## config.mk

```make
export PLATFORM = sky130hd
export DESIGN_NAME = video_display_command_unit
export DESIGN_NICKNAME = d
export VERILOG_FILES = /design/src/include/vdcu_pkg.sv /design/src/verilog/cmd_strobe_sync.sv /design/src/verilog/video_display_command_unit.sv
export SDC_FILE = /design/constraint.sdc
export NUM_CORES = 1
export LEC_CHECK = 0
export ABC_CLOCK_PERIOD_IN_PS = 5000
export BUFFER_PORTS_ARGS = -buffer_cell sky130_fd_sc_hd__buf_2
export CORE_ASPECT_RATIO = 0.75
export CORE_UTILIZATION = 50
export CTS_CLUSTER_SIZE = 16
export DETAILED_ROUTE_END_ITERATION = 7
export PLACE_DENSITY = 0.82
export RECOVER_POWER = 25
export SLEW_MARGIN = 0
export SYNTH_ARGS = -nofsm -noshare
export SYNTH_HDL_FRONTEND = slang
export SYNTH_HIERARCHICAL = 1
export SYNTH_SLANG_ARGS = --single-unit
```

## constraint.sdc

```tcl
create_clock -name core_clk -period 5 [get_ports core_clk]
set_input_delay 1 -clock core_clk [delete_from_list [all_inputs] [get_ports core_clk]]
set_output_delay 1 -clock core_clk [all_outputs]
set_load 0.01 [all_outputs]
```

## src/include/vdcu_pkg.sv

```systemverilog
// Function
// - byte a4 reads buffer at pointer, a2 writes at pointer, both delayed.
// - byte ac reads, aa writes at cursor; cursor address unchanged.
// - byte ad reads, ab writes at cursor, then cursor increments.
// - byte a9 increments the cursor address by one.
// - bb block-writes cursor to pointer; bd block-reads the same range.
// - instantaneous commands act after strobe end, anytime; reset sets the delayed-ready flag, reset/reset-status clear the ready status bit.
// - reset drives syncs low, blank high; blank stays until display on.
// - reset clears interrupt, status and mask bits; delayed-ready flag set.
// - reset: row buffer, cursor off, display off, graphics off, pointer zero.
// - load-pointer copies low four data bits; host uses 0 to 14.
// - graphics advances address every scan line; change takes effect at row boundary.
// - graphics active strobes lowest address line at blank trailing edge.
// - display off raises blank; bit 2 floats the address outputs.
// - display on restores blank next field (bit2=1) or line; drivers on.
// - cursor off holds cursor low; cursor on restores matching.
// - reset-status clears selected bits: split2, ready, split1, line0, vblank.
// - disable/enable interrupt clears/sets selected mask bits, same mapping.
// - delayed commands other than a9 wait for horizontal blank in active time, else run at once.
// - increment cursor starts at once, completes in about three clocks.
// - block write runs in blanking intervals, pauses in active display, resumes.
// - delayed-ready reads zero while a delayed command runs, else one.
// - ready status bit sets when a delayed command finishes.
package vdcu_pkg;
    localparam logic [7:0] CMD_RD_PTR     = 8'ha4;
    localparam logic [7:0] CMD_WR_PTR     = 8'ha2;
    localparam logic [7:0] CMD_INC_CUR    = 8'ha9;
    localparam logic [7:0] CMD_RD_CUR     = 8'hac;
    localparam logic [7:0] CMD_WR_CUR     = 8'haa;
    localparam logic [7:0] CMD_RD_CUR_INC = 8'had;
    localparam logic [7:0] CMD_WR_CUR_INC = 8'hab;
    localparam logic [7:0] CMD_BLK_WR     = 8'hbb;
    localparam logic [7:0] CMD_BLK_RD     = 8'hbd;
    localparam logic [7:0] CMD_MRESET     = 8'h00;
    // opcode groups in the upper bits
    localparam logic [3:0] GRP_LOAD_PTR   = 4'h1;
    localparam logic [2:0] GRP_MODE       = 3'h1;
    localparam logic [2:0] GRP_CLR_STAT   = 3'h2;
    localparam logic [2:0] GRP_DIS_INT    = 3'h4;
    localparam logic [2:0] GRP_EN_INT     = 3'h3;
    // status bit positions
    localparam int ST_SPLIT2 = 0;
    localparam int ST_READY  = 1;
    localparam int ST_SPLIT1 = 2;
    localparam int ST_LINE0  = 3;
    localparam int ST_VBLANK = 4;
    localparam int NSTAT     = 5;
    // mode command field positions
    localparam int MB_ONOFF  = 0;
    localparam int MB_KIND   = 1;
    localparam int MB_OPT    = 2;
    localparam int MB_DISP   = 3;
    localparam int MB_CURS   = 4;
    localparam logic [3:0] PTR_RESET = 4'h0;
    // increment cursor duration
    localparam int CLK_MHZ      = 100;
    localparam int INC_TIME_NS  = 30;
    localparam int INC_CYCLES   = (INC_TIME_NS * CLK_MHZ) / 1000;
    typedef enum logic [2:0] {
        ST_IDLE  = 3'b000,
        ST_WAIT  = 3'b001,
        ST_ACC   = 3'b010,
        ST_INC   = 3'b011,
        ST_BLOCK = 3'b100
    } dly_state_t;
endpackage

```

## src/verilog/cmd_strobe_sync.sv

```systemverilog
`timescale 1ns/1ps
// two-stage synchroniser plus rising-edge pulse of the host write strobe
module cmd_strobe_sync (
    input  wire logic core_clk,
    input  wire logic nrst,
    input  wire logic wr_n_pin,
    output logic      wr_done
);
    logic s1_r;
    logic s2_r;
    logic s3_r;
    logic s1_nxt;
    logic s2_nxt;
    logic s3_nxt;

    // s2 and s3 feed the edge detector; s1 is the metastability stage
    always_comb begin
        s1_nxt = wr_n_pin;
        s2_nxt = s1_r;
        s3_nxt = s2_r;
    end

    always_ff @(posedge core_clk or negedge nrst) begin
        if (!nrst) begin
            s1_r <= 1'b1;
            s2_r <= 1'b1;
            s3_r <= 1'b1;
        end else begin
            s1_r <= s1_nxt;
            s2_r <= s2_nxt;
            s3_r <= s3_nxt;
        end
    end

    // trailing edge of active-low strobe: low then high
    assign wr_done = s2_r & ~s3_r;
endmodule

```

## src/verilog/video_display_command_unit.sv

```systemverilog
`timescale 1ns/1ps
module video_display_command_unit #(
    parameter int ADDR_W = 14
) (
    input  wire logic              core_clk,
    input  wire logic              nrst,
    // host command port
    input  wire logic              cmd_wr_n,
    input  wire logic [7:0]        cmd_data,
    // raster timing from the timing chain (synchronous)
    input  wire logic              hblank_in,
    input  wire logic              vretrace_in,
    input  wire logic              field_start,
    input  wire logic              line_start,
    input  wire logic              row_boundary,
    input  wire logic              cursor_match,
    input  wire logic [ADDR_W-1:0] mac_addr,
    input  wire logic [vdcu_pkg::NSTAT-1:0] stat_events,
    input  wire logic              reset_busy,
    // memory access handshake
    output logic                   mem_req,
    output logic                   mem_we,
    output logic [ADDR_W-1:0]      mem_addr,
    input  wire logic              mem_ack,
    // loaded addresses
    input  wire logic              cur_load,
    input  wire logic [ADDR_W-1:0] cur_load_val,
    input  wire logic [ADDR_W-1:0] ptr_addr,
    // outputs
    output logic [ADDR_W-1:0]      cursor_addr,
    output logic [3:0]             init_reg_pointer,
    output logic                   init_two_top_bit_clr,
    output logic                   graphics_active,
    output logic                   mac_per_line,
    output logic                   line_graphics_strobe,
    output logic                   display_address_bus_oe,
    output logic                   blank_out,
    output logic                   hsync_en,
    output logic                   vsync_en,
    output logic                   cursor_out,
    output logic                   row_buffer_mode,
    output logic [4:0]             irq_bits,
    output logic [5:0]             status_bits,
    output logic [4:0]             irq_mask,
    output logic                   interrupt_output,
    output logic                   delayed_ready_flag
);
    logic wr_done;
    cmd_strobe_sync u_sync (
        .core_clk (core_clk),
        .nrst     (nrst),
        .wr_n_pin (cmd_wr_n),
        .wr_done  (wr_done)
    );

    // data byte through two stages too
    logic [7:0] d1_r;
    logic [7:0] d2_r;
    always_ff @(posedge core_clk or negedge nrst) begin
        if (!nrst) begin
            d1_r <= 8'h00;
            d2_r <= 8'h00;
        end else begin
            d1_r <= cmd_data;
            d2_r <= d1_r;
        end
    end

    ////////////////////////////////////////////////////////////////////////
    // command decode
    function automatic logic is_delayed(input logic [7:0] c);
        is_delayed = (c == vdcu_pkg::CMD_RD_PTR) || (c == vdcu_pkg::CMD_WR_PTR)
                  || (c == vdcu_pkg::CMD_INC_CUR) || (c == vdcu_pkg::CMD_RD_CUR)
                  || (c == vdcu_pkg::CMD_WR_CUR) || (c == vdcu_pkg::CMD_RD_CUR_INC)
                  || (c == vdcu_pkg::CMD_WR_CUR_INC) || (c == vdcu_pkg::CMD_BLK_WR)
                  || (c == vdcu_pkg::CMD_BLK_RD);
    endfunction

    logic c_reset;
    logic c_ldptr;
    logic c_mode;
    logic c_clr;
    logic c_dis;
    logic c_en;
    logic c_dly;
    always_comb begin
        c_reset = wr_done && (d2_r == vdcu_pkg::CMD_MRESET);
        c_ldptr = wr_done && (d2_r[7:4] == vdcu_pkg::GRP_LOAD_PTR);
        c_mode  = wr_done && (d2_r[7:5] == vdcu_pkg::GRP_MODE);
        c_clr   = wr_done && (d2_r[7:5] == vdcu_pkg::GRP_CLR_STAT);
        c_dis   = wr_done && (d2_r[7:5] == vdcu_pkg::GRP_DIS_INT);
        c_en    = wr_done && (d2_r[7:5] == vdcu_pkg::GRP_EN_INT);
        // busy refuses delayed bytes
        c_dly   = wr_done && is_delayed(d2_r) && delayed_ready_flag;
    end

    ////////////////////////////////////////////////////////////////////////
    // instantaneous state
    logic       disp_on_r, disp_on_nxt;
    logic       float_r, float_nxt;
    logic       blank_r, blank_nxt;
    logic       pend_field_r, pend_field_nxt;
    logic       pend_line_r, pend_line_nxt;
    logic       gfx_req_r, gfx_req_nxt;
    logic       gfx_r, gfx_nxt;
    logic       curs_r, curs_nxt;
    logic       rowbuf_r, rowbuf_nxt;
    logic [3:0] ptr_r, ptr_nxt;
    logic       ir2clr_r, ir2clr_nxt;
    logic [4:0] mask_r, mask_nxt;
    logic [4:0] irq_r, irq_nxt;
    logic [4:0] stat_r, stat_nxt;
    logic       rdy_r, rdy_nxt;
    logic       hbl_q_r;
    logic       dly_done;

    always_comb begin
        disp_on_nxt    = disp_on_r;
        float_nxt      = float_r;
        blank_nxt      = blank_r;
        pend_field_nxt = pend_field_r;
        pend_line_nxt  = pend_line_r;
        gfx_req_nxt    = gfx_req_r;
        gfx_nxt        = gfx_r;
        curs_nxt       = curs_r;
        rowbuf_nxt     = rowbuf_r;
        ptr_nxt        = ptr_r;
        ir2clr_nxt     = 1'b0;
        mask_nxt       = mask_r;
        irq_nxt        = irq_r;
        stat_nxt       = stat_r;
        // graphics change lands only on a row boundary; reset clears it at once
        if (row_boundary) begin
            gfx_nxt = gfx_req_r;
        end
        // release blank at field or line start
        if ((pend_field_r && field_start) || (pend_line_r && line_start)) begin
            blank_nxt      = 1'b0;
            pend_field_nxt = 1'b0;
            pend_line_nxt  = 1'b0;
        end
        if (c_ldptr) begin
            ptr_nxt = d2_r[3:0];
        end
        if (c_mode) begin
            if (d2_r[vdcu_pkg::MB_CURS]) begin
                curs_nxt = d2_r[vdcu_pkg::MB_ONOFF];
            end
            if (d2_r[vdcu_pkg::MB_DISP]) begin
                if (d2_r[vdcu_pkg::MB_ONOFF]) begin
                    disp_on_nxt    = 1'b1;
                    float_nxt      = 1'b0;
                    pend_field_nxt = d2_r[vdcu_pkg::MB_OPT];
                    pend_line_nxt  = ~d2_r[vdcu_pkg::MB_OPT];
                end else begin
                    disp_on_nxt    = 1'b0;
                    blank_nxt      = 1'b1;
                    float_nxt      = d2_r[vdcu_pkg::MB_OPT];
                    pend_field_nxt = 1'b0;
                    pend_line_nxt  = 1'b0;
                end
            end
            if (!d2_r[vdcu_pkg::MB_CURS] && !d2_r[vdcu_pkg::MB_DISP]) begin
                gfx_req_nxt = d2_r[vdcu_pkg::MB_ONOFF];
            end
        end
        // events latch; set beats clear
        if (c_clr) begin
            stat_nxt = stat_nxt & ~d2_r[4:0];
            irq_nxt  = irq_nxt & ~d2_r[4:0];
        end
        if (c_dis) begin
            mask_nxt = mask_r & ~d2_r[4:0];
        end
        if (c_en) begin
            mask_nxt = mask_r | d2_r[4:0];
        end
        stat_nxt[vdcu_pkg::ST_READY] = stat_nxt[vdcu_pkg::ST_READY] | dly_done;
        stat_nxt = stat_nxt | stat_events;
        irq_nxt  = irq_nxt | ((stat_events
                 | ({4'h0, dly_done} << vdcu_pkg::ST_READY)) & mask_r);
        if (c_reset) begin
            mask_nxt       = 5'h00;
            irq_nxt        = 5'h00;
            stat_nxt       = 5'h00;
            blank_nxt      = 1'b1;
            disp_on_nxt    = 1'b0;
            float_nxt      = 1'b0;
            pend_field_nxt = 1'b0;
            pend_line_nxt  = 1'b0;
            curs_nxt       = 1'b0;
            gfx_req_nxt    = 1'b0;
            gfx_nxt        = 1'b0;
            rowbuf_nxt     = 1'b1;
            ptr_nxt        = vdcu_pkg::PTR_RESET;
            ir2clr_nxt     = 1'b1;
        end
    end

    always_ff @(posedge core_clk or negedge nrst) begin
        if (!nrst) begin
            disp_on_r    <= 1'b0;
            float_r      <= 1'b0;
            blank_r      <= 1'b1;
            pend_field_r <= 1'b0;
            pend_line_r  <= 1'b0;
            gfx_req_r    <= 1'b0;
            gfx_r        <= 1'b0;
            curs_r       <= 1'b0;
            rowbuf_r     <= 1'b1;
            ptr_r        <= vdcu_pkg::PTR_RESET;
            ir2clr_r     <= 1'b0;
            mask_r       <= 5'h00;
            irq_r        <= 5'h00;
            stat_r       <= 5'h00;
            hbl_q_r      <= 1'b0;
        end else begin
            disp_on_r    <= disp_on_nxt;
            float_r      <= float_nxt;
            blank_r      <= blank_nxt;
            pend_field_r <= pend_field_nxt;
            pend_line_r  <= pend_line_nxt;
            gfx_req_r    <= gfx_req_nxt;
            gfx_r        <= gfx_nxt;
            curs_r       <= curs_nxt;
            rowbuf_r     <= rowbuf_nxt;
            ptr_r        <= ptr_nxt;
            ir2clr_r     <= ir2clr_nxt;
            mask_r       <= mask_nxt;
            irq_r        <= irq_nxt;
            stat_r       <= stat_nxt;
            hbl_q_r      <= hblank_in;
        end
    end

    ////////////////////////////////////////////////////////////////////////
    // delayed command sequencer
    vdcu_pkg::dly_state_t st_r, st_nxt;
    logic [7:0]        op_r, op_nxt;
    logic [ADDR_W-1:0] cur_r, cur_nxt;
    logic [ADDR_W-1:0] blk_r, blk_nxt;
    logic [1:0]        cnt_r, cnt_nxt;
    logic              can_run;

    // blanking or display off
    assign can_run = hblank_in || vretrace_in || !disp_on_r;

    always_comb begin
        st_nxt   = st_r;
        op_nxt   = op_r;
        cur_nxt  = cur_load ? cur_load_val : cur_r;
        blk_nxt  = blk_r;
        cnt_nxt  = cnt_r;
        rdy_nxt  = rdy_r;
        dly_done = 1'b0;
        case (st_r)
            vdcu_pkg::ST_IDLE: begin
                if (c_dly) begin
                    op_nxt  = d2_r;
                    rdy_nxt = 1'b0;
                    blk_nxt = cur_r;
                    if (d2_r == vdcu_pkg::CMD_INC_CUR) begin
                        st_nxt  = vdcu_pkg::ST_INC;
                        cnt_nxt = 2'(vdcu_pkg::INC_CYCLES - 1);
                    end else if (d2_r == vdcu_pkg::CMD_BLK_WR
                              || d2_r == vdcu_pkg::CMD_BLK_RD) begin
                        st_nxt = vdcu_pkg::ST_BLOCK;
                    end else begin
                        st_nxt = vdcu_pkg::ST_WAIT;
                    end
                end
            end
            vdcu_pkg::ST_WAIT: begin
                if (can_run) begin
                    st_nxt = vdcu_pkg::ST_ACC;
                end
            end
            vdcu_pkg::ST_ACC: begin
                if (mem_ack) begin
                    if (op_r == vdcu_pkg::CMD_RD_CUR_INC || op_r == vdcu_pkg::CMD_WR_CUR_INC) begin
                        cur_nxt = cur_r + 1'b1;
                    end
                    st_nxt   = vdcu_pkg::ST_IDLE;
                    rdy_nxt  = 1'b1;
                    dly_done = 1'b1;
                end
            end
            vdcu_pkg::ST_INC: begin
                if (cnt_r == 2'h0) begin
                    cur_nxt  = cur_r + 1'b1;
                    st_nxt   = vdcu_pkg::ST_IDLE;
                    rdy_nxt  = 1'b1;
                    dly_done = 1'b1;
                end else begin
                    cnt_nxt = cnt_r - 2'h1;
                end
            end
            vdcu_pkg::ST_BLOCK: begin
                // one word per ack
                if (mem_ack) begin
                    if (blk_r == ptr_addr) begin
                        st_nxt   = vdcu_pkg::ST_IDLE;
                        rdy_nxt  = 1'b1;
                        dly_done = 1'b1;
                    end else begin
                        blk_nxt = blk_r + 1'b1;
                    end
                end
            end
            default: st_nxt = vdcu_pkg::ST_IDLE;
        endcase
        if (c_reset) begin
            st_nxt  = vdcu_pkg::ST_IDLE;
            rdy_nxt = 1'b1;
        end
    end

    always_ff @(posedge core_clk or negedge nrst) begin
        if (!nrst) begin
            st_r  <= vdcu_pkg::ST_IDLE;
            op_r  <= 8'h00;
            cur_r <= '0;
            blk_r <= '0;
            cnt_r <= 2'h0;
            rdy_r <= 1'b1;
        end else begin
            st_r  <= st_nxt;
            op_r  <= op_nxt;
            cur_r <= cur_nxt;
            blk_r <= blk_nxt;
            cnt_r <= cnt_nxt;
            rdy_r <= rdy_nxt;
        end
    end

    ////////////////////////////////////////////////////////////////////////
    // outputs
    always_comb begin
        mem_req = ((st_r == vdcu_pkg::ST_ACC) || (st_r == vdcu_pkg::ST_BLOCK)) && can_run;
        mem_we  = (op_r == vdcu_pkg::CMD_WR_PTR) || (op_r == vdcu_pkg::CMD_WR_CUR)
               || (op_r == vdcu_pkg::CMD_WR_CUR_INC) || (op_r == vdcu_pkg::CMD_BLK_WR);
        if (op_r == vdcu_pkg::CMD_RD_PTR || op_r == vdcu_pkg::CMD_WR_PTR) begin
            mem_addr = ptr_addr;
        end else if (st_r == vdcu_pkg::ST_BLOCK) begin
            mem_addr = blk_r;
        end else begin
            mem_addr = cur_r;
        end
    end

    assign cursor_addr            = cur_r;
    assign init_reg_pointer       = ptr_r;
    assign init_two_top_bit_clr   = ir2clr_r;
    assign graphics_active        = gfx_r;
    assign mac_per_line           = gfx_r;
    // strobe on the falling edge of blank each line
    assign line_graphics_strobe   = gfx_r && hbl_q_r && !hblank_in;
    assign display_address_bus_oe = !float_r;
    // syncs low during reset
    assign hsync_en               = !reset_busy;
    assign vsync_en               = !reset_busy;
    assign blank_out              = blank_r || reset_busy || hblank_in || vretrace_in;
    assign cursor_out             = curs_r && cursor_match;
    assign row_buffer_mode        = rowbuf_r;
    assign irq_bits               = irq_r;
    assign status_bits            = {rdy_r, stat_r};
    assign irq_mask               = mask_r;
    assign interrupt_output       = |irq_r;
    assign delayed_ready_flag     = rdy_r;
endmodule
```

==> impl_results.md <==
- WP data required: 4.00 ns
- Asr flop ratio synth: 1.00
- Setup-failing EPs final: 0
- Std-Cell Rows: 30
- CTS tree: done
- First-pass GRT wire length: about 20 mm
- Slew Viols, Final: 91
- Most area-hungry cell type in the Yosys netlist: dfrtp_1
- Clock Pin Slew Worst Setup and Hold Paths: 0.06 ns
- Ys flop type: dfrtp_1
- Fill count: 811
- CTS Buffer Depth: 2
- # diodes: 0
- Max Fclk: 289 MHz
- Highest-delay cell along the critical path: and2_1
- Starting Density: 0.524
- Setup ws final: 1.54 ns
- Final hold vios: 0
- Gr usage total: 0.267
- RSZ-0062 raised after global routing: no
- Num ports: 129
- Max incr delay on CP: between 0.7 and 0.8 ns
- CP bufs+invs: 2
- Area occupied by multi-input gates: roughly 2300 µm²
- Syn_nets: around 600
- Die X: 116 µm
- HPWL after DPL: 9.06 mm
- Resized Gates After CTS: 0
- Cell area after synthesis: 4840 µm²
- Synth Area in Compound Gates: 0.194
- Setup Buffers After CTS: 0
- Total grt overflow: 0
- FF/Latch Area: 2260 µm²
- Root Driver: clkbuf_16
- Final instance area: about 5700 µm²
- Vias/cell: 5.87
- Vias in the first global route: 4,158
- Routed vias: 4,438
- Setup TNS: 0 ns
- Mux cell area share after synthesis: 0.0266
- Critical Path Start Type: register
- Max H-tree Level: 3
- YS warnings: 6
- DR WL/cell: 16.8 µm
- Hold_buf cts: 0
- Status: finished, violations left
- Max-cap violations: 1
- Final Total Pwr: around 0.0028 W
- Synth area leaders: dfrtp_1, nand2_1, a21oi_1
- Slew HR: -0.471
- Initial antenna violation count: 0
- Port-buffer cells: 113
- Final ANT Viol Nets: 0
- Core box area: 9230 µm²
- Post-synth EDFFs: 0
- DR iter-0 viols: 346
- Flops & latches, synth: 90
- DRT Pass-1 Iters: 5
- Post-placement cell area: 5350 µm²
- Syn Area/Cell: 9.11 µm²
- Die Ht: between 80 and 90 µm
- Area of the die: 10,100 µm²
- Failing checks: capacitance limit, slew limit
- Critical path arrival: between 2 and 2.5 ns
- Final worst clock skew: 0.0103 ns
- Seq/Total Area, Yosys: 0.467
- Tcrit/Tclk final: 0.692
- Largest family of logic cells by synthesized area: simple AND/OR/NAND/NOR gates
- Power Density: 497 nW/µm²
- Unique masters post-synth: 63
- Crit path cell chain: nor2_1 -> and2_1 -> buf_4 -> nand2_1 -> a31oi_1 -> buf_2
- CP endpoint kind: output pin
- Worst Tran Pin Value: 2.21 ns
- Clock Latency Late Sink: approximately 0.34 ns
- Clock Sinks: 90
- Top delay family on crit path: simple AND/OR/NAND/NOR gates
- Clock buffer count from CTS: 9
- Crit-path max FO: 26
- HP Class: register to register
- Post-Synth XOR/XNOR Area: 0.0272
- VDD IR max: 0.189 mV
- Adder and majority gate portion of the synthesized area: 0.00776
- Setup WS pre-CTS: 1.94 ns
- Final Core Density: 0.614
- Final critical-path required period: 3.46 ns
- RePlAce Congestion: 0.883
- Top-area cell type share of the netlist area: 0.440
- Layout Nets: just under 700
- Cells after Synth: 531
- Routed wire length: 12.7 mm
- WS Path Type: register to output pin
- Largest net degree at the start of global routing: 91
- Area grow syn2layout: 17.3%
- Leakage: 2.56 nW
- Proportion of layout cells with a drive suffix above 1: 0.248
- Simple-Gate Fraction of Synth Area: 0.220
- Remaining DRCs: 0
[logic make-up (layout without fill, tap and decap cells)]
family                   after synthesis  in the layout
AO/OA/AOI/OAI                        145            145
XOR/XNOR                              15             15
adder cells (fa/ha/maj)                3              3
buffers and inverters                 47            144
flip-flops                            90             90
multiplexers                          12             12
other                                  1              1
AND/OR/NAND/NOR                      218            218
[cell usage in the layout, fill, tap and decap left out, types with 3 or more instances in the layout]
cell type,instances
buf_2,111
dfrtp_1,85
nand2_1,75
nor2_1,57
a21oi_1,46
o21ai_0,29
nand3_1,21
a31oi_1,17
xor2_1,14
inv_1,13
nand4_1,10
nor3_1,9
a22oi_1,9
o22ai_1,9
clkbuf_16,9
and3_1,7
mux2_2,7
a211oi_1,6
nand2b_1,5
and2_1,5
mux2i_1,5
nor4_1,4
nand3b_1,4
dfstp_2,4
or3_1,3
o31ai_1,3
ha_1,3
clkbuf_1,3
[power by group]
group	total, W	switching (W)	internal [W]	leakage, nW
Clock	0.000731	0.000278	0.000453	0.157
Sequential	0.00106	0.000196	0.000869	1.05
Combinational	0.00102	0.000605	0.000415	1.35
Total	0.00282	0.00108	0.00174	2.56
[sequential cells by signal, indices dropped and copies added, names as in the netlist, 2 cells and up]
name              count
stat_r                5
irq_mask              5
irq_bits              5
cnt_r                 2
d1_r                  8
cursor_addr          14
blk_r                14
op_r                  8
st_r                  3
init_reg_pointer      4
d2_r                  8
[worst register-to-register path, stage by stage, from the launching register on]
cell     delay (ns)
dfstp_1        0.54
nor2b_4        0.19
nor4b_1        0.37
and4b_1        0.86
a21o_1         0.21
nor2b_1        0.23
nor2_1         0.08
[routing by layer]
| metal | up-vias | global-route usage | share of wire |
|---|---|---|---|
| met2 | 180 | 0.407 | 0.46 |
| li1 | 2077 | - | - |
| met4 | 0 | 0.0850 | 0.011 |
| met1 | 2167 | 0.385 | 0.46 |
| met5 | - | 0 | 0 |
| met3 | 14 | 0.0515 | 0.069 |
[through the flow]
stage,instances,hold slack (ns)
2_1_floorplan,531,0.331
3_3_place_gp,740,0.334
3_5_place_dp,740,0.335
4_1_cts,756,0.349
5_1_grt,756,0.361
6_report,756,0.348
[Yosys cell counts, types with 10 or more instances]
cell and count:
a21oi_1 46, a31oi_1 17, dfrtp_1 85, inv_1 13, nand2_1 75, nand3_1 21
nand4_1 10, nor2_1 57, o21ai_0 29, xor2_1 14
[final cells by class]
| class | count | area share |
|---|---|---|
| Clock buffer | 12 | 0.0435 |
| Clock inverter | 4 | 0.0130 |
| Inverter | 13 | 0.00861 |
| Multi-Input combinational cell | 394 | 0.406 |
| Sequential cell | 90 | 0.398 |
| Tap cell | 128 | 0.0282 |
| Timing Repair Buffer | 115 | 0.102 |
[worst paths after layout]
kind,start,endpoint,slack [ns],depth (start not counted)
worst max-delay path,st_r[0],mem_addr[3],1.54,6
min in group asynchronous,nrst,d1_r[6],1.31,1
worst min-delay path,d1_r[1],d2_r[1],0.35,0
worst max register to register,u_sync/s2_r,disp_on_r,2.40,6
worst min register to register,d1_r[1],d2_r[1],0.35,0
max in group asynchronous,nrst,blk_r[13],2.41,1
(Power assumes the default switching activity.)
